[src/dma_req_params.svh]
// Constants for the external request sampler: offsets, fields, widths and encodings.
`ifndef DMA_REQ_PARAMS_SVH
`define DMA_REQ_PARAMS_SVH
`define DRS_ADDR_W 4
`define DRS_CTRL_OFS 4'h0
`define DRS_STAT_OFS 4'h4
`define DRS_CTRL_EN_BIT 0
`define DRS_CTRL_MODE_LO 1
`define DRS_CTRL_MODE_HI 2
`define DRS_CTRL_FCS_BIT 3
`define DRS_MODE_EDGE 2'h0
`define DRS_MODE_FIFO16 2'h1
`define DRS_MODE_FIFO1 2'h2
`define DRS_STAT_PEND_BIT 8
`define DRS_STAT_ACK_BIT 9
`define DRS_CNT_W 24
`define DRS_FIFO_DEPTH 16
`define DRS_FCNT_W 5
`endif

[src/dma_req_pkg.sv]
// Types shared by the external request sampler.
`include "dma_req_params.svh"
package dma_req_pkg;
   typedef enum logic [2:0] {
      MODE_EDGE = 3'b001,
      MODE_FIFO16 = 3'b010,
      MODE_FIFO1 = 3'b100
   } mode_t;
   typedef enum logic [2:0] {
      ACK_IDLE = 3'b001,
      ACK_ARMED = 3'b010,
      ACK_HIGH = 3'b100
   } ack_st_t;
   typedef struct packed {
      logic [1:0] clk_sync;
      logic [1:0] req_sync;
      logic clk_prev;
      logic [1:0] low_hist;
      logic enable;
      logic [1:0] mode_field;
      logic flag_clear_timing_select;
      logic [`DRS_CNT_W-1:0] pending;
      logic edge_first;
      logic [`DRS_FCNT_W-1:0] fifo_cnt;
      logic [`DRS_FCNT_W-1:0] ack_owe;
      ack_st_t ack_st;
      logic [31:0] rdata;
   } state_t;
endpackage : dma_req_pkg

[src/dma_external_request_sampler.sv]
// Request pin sampler with noise canceler, edge and level modes, and ack strobe.
//
// Our own choices: the address map and strobed register access.
`timescale 1ns/10ps
`default_nettype none
`include "dma_req_params.svh"
module dma_external_request_sampler #(
   parameter int FIFO_DEPTH = `DRS_FIFO_DEPTH
) (
   // Clock and reset
   input wire logic CLK,
   input wire logic RSTN,
   // Register port
   input wire logic [`DRS_ADDR_W-1:0] REG_ADDR,
   input wire logic [31:0] REG_WDATA,
   input wire logic REG_WR,
   input wire logic REG_RD,
   output logic [31:0] REG_RDATA,
   // External pins
   input wire logic EXT_BUS_CLK,
   input wire logic EXT_XFER_REQUEST_N,
   output logic REQUEST_ACK_STROBE,
   // Channel sequencer
   input wire logic [`DRS_CNT_W-1:0] TRANSFER_COUNT,
   output logic XFER_REQ,
   input wire logic XFER_CONFIRM
);
   dma_req_pkg::state_t q_ff;
   dma_req_pkg::state_t nxt_q;
   dma_req_pkg::mode_t mode;
   logic tick;
   logic low_now;
   logic level_ok;
   logic edge_det;
   logic grant;
   logic confirm;
   logic inc;
   logic dec;
   logic edge_start;
   logic ack_req;
   logic ack_now;
   logic ack_on;
   logic [`DRS_FCNT_W-1:0] depth;

   assign depth = `DRS_FCNT_W'(FIFO_DEPTH);

   // Unused field encodings fall back to edge detection.
   always_comb begin
      if (q_ff.mode_field == `DRS_MODE_FIFO16) begin
         mode = dma_req_pkg::MODE_FIFO16;
      end else if (q_ff.mode_field == `DRS_MODE_FIFO1) begin
         mode = dma_req_pkg::MODE_FIFO1;
      end else begin
         mode = dma_req_pkg::MODE_EDGE;
      end
   end

   // A bus clock rising edge, seen only after both synchroniser stages.
   assign tick = q_ff.clk_sync[1] & ~q_ff.clk_prev;
   assign low_now = ~q_ff.req_sync[1];
   // The previous state must already be low, so a one-state glitch is dropped.
   assign level_ok = tick & low_now & q_ff.low_hist[0];
   // A falling edge counts only as high followed by two lows.
   assign edge_det = level_ok & ~q_ff.low_hist[1];
   assign ack_on = (q_ff.ack_st == dma_req_pkg::ACK_HIGH);

   // No address or bus mode input exists here, so sampling cannot depend on them.
   always_comb begin
      if (mode == dma_req_pkg::MODE_EDGE) begin
         grant = q_ff.enable & (q_ff.pending != '0);
      end else begin
         grant = q_ff.enable & (q_ff.fifo_cnt != '0);
      end
   end
   assign XFER_REQ = grant;
   assign confirm = XFER_CONFIRM & grant;
   assign dec = confirm & (mode != dma_req_pkg::MODE_EDGE);

   // The single entry waits until it is emptied, so it never sees up and down together.
   always_comb begin
      inc = 1'b0;
      if (q_ff.enable & level_ok) begin
         if (mode == dma_req_pkg::MODE_FIFO16) begin
            inc = (q_ff.fifo_cnt < depth);
         end else if (mode == dma_req_pkg::MODE_FIFO1) begin
            inc = (q_ff.fifo_cnt == '0) & ~dec;
         end
      end
   end

   // A new edge is taken only once the previous run has counted down to zero; its ack strobe may still be owed.
   assign edge_start = q_ff.enable & (mode == dma_req_pkg::MODE_EDGE) & edge_det
      & (q_ff.pending == '0) & ~q_ff.edge_first;

   // Edge mode acknowledges only its first transfer; FIFO modes each decrement.
   assign ack_req = dec | (confirm & q_ff.edge_first);
   // The single entry raises its strobe together with the decrement.
   assign ack_now = dec & (mode == dma_req_pkg::MODE_FIFO1);

   always_comb begin
      nxt_q = q_ff;
      nxt_q.clk_sync = {q_ff.clk_sync[0], EXT_BUS_CLK};
      nxt_q.req_sync = {q_ff.req_sync[0], EXT_XFER_REQUEST_N};
      nxt_q.clk_prev = q_ff.clk_sync[1];
      nxt_q.rdata = 32'h0;
      if (tick) begin
         nxt_q.low_hist = {q_ff.low_hist[0], low_now};
      end

      // Edge mode run length.
      if (edge_start) begin
         if (q_ff.flag_clear_timing_select | (TRANSFER_COUNT == '0)) begin
            nxt_q.pending = `DRS_CNT_W'(1);
         end else begin
            nxt_q.pending = TRANSFER_COUNT;
         end
         nxt_q.edge_first = 1'b1;
      end else if (confirm & (mode == dma_req_pkg::MODE_EDGE)) begin
         nxt_q.pending = q_ff.pending - `DRS_CNT_W'(1);
         nxt_q.edge_first = 1'b0;
      end

      // Up and down in one cycle leave the count as it was.
      nxt_q.fifo_cnt = q_ff.fifo_cnt + `DRS_FCNT_W'(inc) - `DRS_FCNT_W'(dec);

      // Strobe engine: each strobe ends at the next bus clock tick, so it lasts one bus clock state, or less after a single-entry start.
      case (q_ff.ack_st)
         dma_req_pkg::ACK_IDLE: begin
            if (ack_now) begin
               nxt_q.ack_st = dma_req_pkg::ACK_HIGH;
            end else if (ack_req | (q_ff.ack_owe != '0)) begin
               nxt_q.ack_st = dma_req_pkg::ACK_ARMED;
               nxt_q.ack_owe = q_ff.ack_owe + `DRS_FCNT_W'(ack_req);
            end
         end
         dma_req_pkg::ACK_ARMED: begin
            nxt_q.ack_owe = q_ff.ack_owe + `DRS_FCNT_W'(ack_req);
            if (tick) begin
               nxt_q.ack_st = dma_req_pkg::ACK_HIGH;
               nxt_q.ack_owe = q_ff.ack_owe + `DRS_FCNT_W'(ack_req) - `DRS_FCNT_W'(1);
            end
         end
         dma_req_pkg::ACK_HIGH: begin
            nxt_q.ack_owe = q_ff.ack_owe + `DRS_FCNT_W'(ack_req);
            if (tick) begin
               if ((q_ff.ack_owe != '0) | ack_req) begin
                  nxt_q.ack_st = dma_req_pkg::ACK_ARMED;
               end else begin
                  nxt_q.ack_st = dma_req_pkg::ACK_IDLE;
               end
            end
         end
         default: begin
            nxt_q.ack_st = dma_req_pkg::ACK_IDLE;
         end
      endcase

      // Register port.
      if (REG_WR) begin
         if (REG_ADDR == `DRS_CTRL_OFS) begin
            nxt_q.enable = REG_WDATA[`DRS_CTRL_EN_BIT];
            nxt_q.mode_field = REG_WDATA[`DRS_CTRL_MODE_HI:`DRS_CTRL_MODE_LO];
            nxt_q.flag_clear_timing_select = REG_WDATA[`DRS_CTRL_FCS_BIT];
         end
      end
      if (REG_RD) begin
         if (REG_ADDR == `DRS_CTRL_OFS) begin
            nxt_q.rdata[`DRS_CTRL_EN_BIT] = q_ff.enable;
            nxt_q.rdata[`DRS_CTRL_MODE_HI:`DRS_CTRL_MODE_LO] = q_ff.mode_field;
            nxt_q.rdata[`DRS_CTRL_FCS_BIT] = q_ff.flag_clear_timing_select;
         end else if (REG_ADDR == `DRS_STAT_OFS) begin
            nxt_q.rdata[`DRS_FCNT_W-1:0] = q_ff.fifo_cnt;
            nxt_q.rdata[`DRS_STAT_PEND_BIT] = (q_ff.pending != '0);
            nxt_q.rdata[`DRS_STAT_ACK_BIT] = ~(q_ff.ack_st == dma_req_pkg::ACK_IDLE);
         end
      end

      // A disabled channel forgets every sample; a strobe in flight is cut short.
      if (~q_ff.enable) begin
         nxt_q.low_hist = 2'h0;
         nxt_q.pending = '0;
         nxt_q.edge_first = 1'b0;
         nxt_q.fifo_cnt = '0;
         nxt_q.ack_owe = '0;
         nxt_q.ack_st = dma_req_pkg::ACK_IDLE;
      end
      if (~RSTN) begin
         nxt_q = '0;
         nxt_q.ack_st = dma_req_pkg::ACK_IDLE;
      end
   end

   always_ff @(posedge CLK) begin
      q_ff <= nxt_q;
   end

   assign REQUEST_ACK_STROBE = ack_on;
   assign REG_RDATA = q_ff.rdata;
endmodule : dma_external_request_sampler
`default_nettype wire

[config.mk]
export PLATFORM = sky130hd
export DESIGN_NAME = dma_external_request_sampler
export DESIGN_NICKNAME = d
export VERILOG_FILES = /design/src/dma_req_pkg.sv /design/src/dma_external_request_sampler.sv
export VERILOG_INCLUDE_DIRS = /design/src
export SDC_FILE = /design/constraint.sdc
export NUM_CORES = 1
export LEC_CHECK = 0
export BUFFER_PORTS_ARGS = -buffer_cell sky130_fd_sc_hd__buf_2
export CORE_AREA = 8 8 87 89
export DETAILED_ROUTE_END_ITERATION = 16
export DIE_AREA = 0 0 95 97
export GPL_TIMING_DRIVEN = 0
export MAX_ROUTING_LAYER = met4
export PLACE_DENSITY = 0.95
export SYNTH_ARGS = -nofsm -noshare
export SYNTH_HDL_FRONTEND = slang
export SYNTH_SLANG_ARGS = --single-unit
[constraint.sdc]
create_clock -name CLK -period 10.25 [get_ports CLK]
set_clock_uncertainty 0.15 [all_clocks]
set_input_delay 0 -clock CLK [delete_from_list [all_inputs] [get_ports CLK]]
set_output_delay 0 -clock CLK [all_outputs]
set_load 0.03 [all_outputs]
==> results.ini <==
[clock_network]
clock_tree.buffer_depth = 2
clkLatencyLatePin_ns = 0.31
cts-resized-gates = 0
cts_max_level = 2
cts_root_buffer = clkbuf_8
clock-sinks = 56
cts_tree = built
clk_pin_slew_ns = 0.10
cts-buffers-inserted = 5

[worst_setup_path]
cp_slowest_cell = or4b_1
cp_data_required_time_ns = 10.28
crit_path_end_kind = flip-flop
crit_path_cell_trace = inv_1 -> ha_1 -> or4b_1 -> and3_1 -> clkbuf_1 -> nand2b_1 -> ha_1 -> ha_1 -> inv_1 -> ha_1 -> nand3_1 -> or4_1 -> a21oi_1 -> xnor2_1 -> nor2_1
timing.critical_path.from = q_ff[42]$_SDFF_PN0_
critical-path-top-delay-family = simple AND/OR/NAND/NOR gates
worstSetupPathType = flip-flop to flip-flop
r2r_cells = 15
rrSetupSlack_ns = 6.54
cp_num_cells = 15
critPathArrivalTime_ns = 3.74
cpPeakStageDelay_ns = 0.50
rr_endpoint = q_ff[39]$_SDFFE_PN0P_
crit_path_start_kind = flip-flop
worstReg2RegStart = q_ff[42]$_SDFF_PN0_
critPathBufInv = 3
cpMostUsedCell = ha_1
cp-endpoint = q_ff[39]$_SDFFE_PN0P_
crit_fanout = 5

[job]
cap_violations = 0

[detailed_routing]
dr.pass1.iters = 4
wl_met1_um = 3660
via_count = 3298
wl_met2_um = 4830
top_layer = met4
vias_per_cell = 5.52
route.met3.wl_um = 676
postRouteAntennaNets = 0
post_drt_wl_per_cell_um = 15.6
drc = 0
drt_wl_total_um = 9310
drt_iter0_drc = 187

[sta]
whs_ns = 0.0966
tightestPinTransition_ns = 0.935
min_period_over_period_pct = 36.2
rsz0062_at_grt = false
finalCriticalPeriod_ns = 3.71
hold_viol_final = 0
setup_tns_ns = 0
final-setup-viol-count = 0
relSlewSlack_pct = 37.2
timing.final.ws_setup_ns = 6.54
fmax_ghz = 0.270
slew_viol_final = 0

[final_layout]
drive_gt1_share_pct = 20.2
area_growth_syn_to_layout_pct = 25.0
fill_cells = 512
layout_commonest_cell = dfxtp_1
finalNetCount = 600
fin_area_sq_um = 4200
final_cells = 598
n_antenna_cell = 0
most-common-layout-cells = dfxtp_1 (56), buf_2 (50), nand2_1 (38), nor2_1 (37)

[synthesis]
ys_seq_elements = 56
yosys_warnings = 0
syn_area_per_cell_sq_um = 8.19
synth.area.top_cells = dfxtp_1 (33%), buf_4 (7.2%), a21oi_1 (5.1%)
synthCells = 410
syn_area_sq_um = 3360
yosys.area.top_type_share_pct = 33.4
synthDistinctLibCells = 62
ys.flop_type = dfxtp_1
synth_enable_flop_cells = 0
async_flop_share_pct = 0
yosysTopAreaCell = dfxtp_1
yosysSeqAreaShare_pct = 33.4

[floorplan]
start_util_pct = 54.1
coreArea_sq_um = 6200
ioPinCount = 101
die_y_um = 97
rows = 29
die_w_um = 95
die_area_sq_um = 9220

[global_route]
grtUsageTotal_pct = 21.2
grt_pass1_wl_um = 15800
first_global_vias = 3408
antenna_found_initial = 0
grt_overflow = 0
grt_max_degree = 17

[place]
post-dp-hpwl_um = 6860
place.gp.congestion = 0.935
placed_cells = 557
pre_cts_ws_ns = 6.59
portBuffers = 46
post_dp_cell_area_sq_um = 3770

[pwr]
power_density_nw_per_um2 = 91.3
vdd_drop_max_uv = 93.7
p_leak_nw = 1.80

[outcome]
outcome = completed

[worst_hold_path]
hold_class = primary input to flip-flop
hold_start = REG_ADDR[0]

-- power breakdown --
| part | total (W) | internal [W] | switching (W) | leakage [nW] |
|---|---|---|---|---|
| Sequential | 0.000219 | 0.000218 | 0.000000546 | 0.452 |
| Combinational | 0.0000458 | 0.0000224 | 0.0000234 | 1.31 |
| Clock | 0.000118 | 0.0000465 | 0.0000716 | 0.0400 |
| Total | 0.000383 | 0.000287 | 0.0000956 | 1.80 |
-- cells in the mapped netlist, drive strengths merged, types with 2 or more instances --
cell / instances
dfxtp: 56
nand2: 39
buf: 37
nor2: 37
a21oi: 35
nor4: 19
xnor2: 17
inv: 16
o21ai: 16
nor3: 13
ha: 11
mux2i: 11
and2: 9
clkbuf: 8
nand3: 8
nor2b: 7
or3: 7
nand4: 6
xor2: 6
a31oi: 5
and3: 4
or4: 4
a211oi: 3
nor3b: 3
a2bb2oi: 2
a41oi: 2
nand2b: 2
nand4b: 2
o211ai: 2
o21a: 2
or2: 2
-- kinds of logic (layout without fill, tap and decap cells) --
| family | Yosys count | count (layout) | synth area share, % |
|---|---|---|---|
| flops | 56 | 56 | 33.4 |
| buf+inv | 61 | 148 | 10.5 |
| xor+xnor | 23 | 23 | 6.00 |
| fa+ha+maj | 12 | 12 | 4.69 |
| simple gates | 167 | 167 | 27.6 |
| mux | 12 | 12 | 3.61 |
| compound gates | 78 | 78 | 14.0 |
| other cells | 1 | 25 | 0.112 |
-- repair_timing --
action                    CTS  global route
hold buffers               34             0
hold endpoints to repair   38             0
setup buffers               0             0
-- per-layer routing --
metal / vias to the layer above / track usage (%)
li1: 1620 / -
met1: 1535 / 23.5
met2: 127 / 37.2
met3: 16 / 3.55
met4: 0 / 6.25
met5: - / -
-- worst register-to-register path, delay by kind of cell, from the launching register on --
family                     cells  cell delay [ns]
DFF                            1             0.35
adders and majority gates      4             0.90
and+or+nand+nor                6             1.50
AOI/OAI and AO/OA              1             0.21
xor gates and xnor gates       1             0.15
buffers and inverters          3             0.34
-- how the worst min path moves through the flow --
stage / end / slack, ns / cells after the start
after floorplan: q_ff[77]$_SDFF_PN0_ / -0.02 / 1
after global placement: q_ff[77]$_SDFF_PN0_ / 0.06 / 2
after detailed placement: q_ff[77]$_SDFF_PN0_ / 0.07 / 2
after CTS: REG_RDATA[8]$_SDFF_PP0_ / 0.06 / 5
after global routing: REG_RDATA[8]$_SDFF_PP0_ / 0.14 / 5
final: REG_RDATA[8]$_SDFF_PP0_ / 0.1 / 5
-- state kept, by name, summed over array words and instances (netlist names) --
signal,cells
q_ff,49
REG_RDATA,7
-- cell type report --
class	instances	area (sq um)	share of cell area, %
clock inverters	2	12.5	0.298
multi-input cells	317	1970	47.0
clock buffers	5	68.8	1.64
repair buffers	80	571	13.6
plain buffers	45	294	7.01
well taps	77	96.3	2.30
flip-flops and latches	56	1120	26.7
inverters	16	60.1	1.43
-- through the flow --
step,util [%],total power [W]
after detailed placement,60.8,0.000259
final,67.6,0.000383
after global routing,67.6,0.000397
after floorplan,-,0.000248
after CTS,67.6,0.000382
after global placement,60.8,0.000258
No activity file was read; power rests on OpenSTA's default activity.
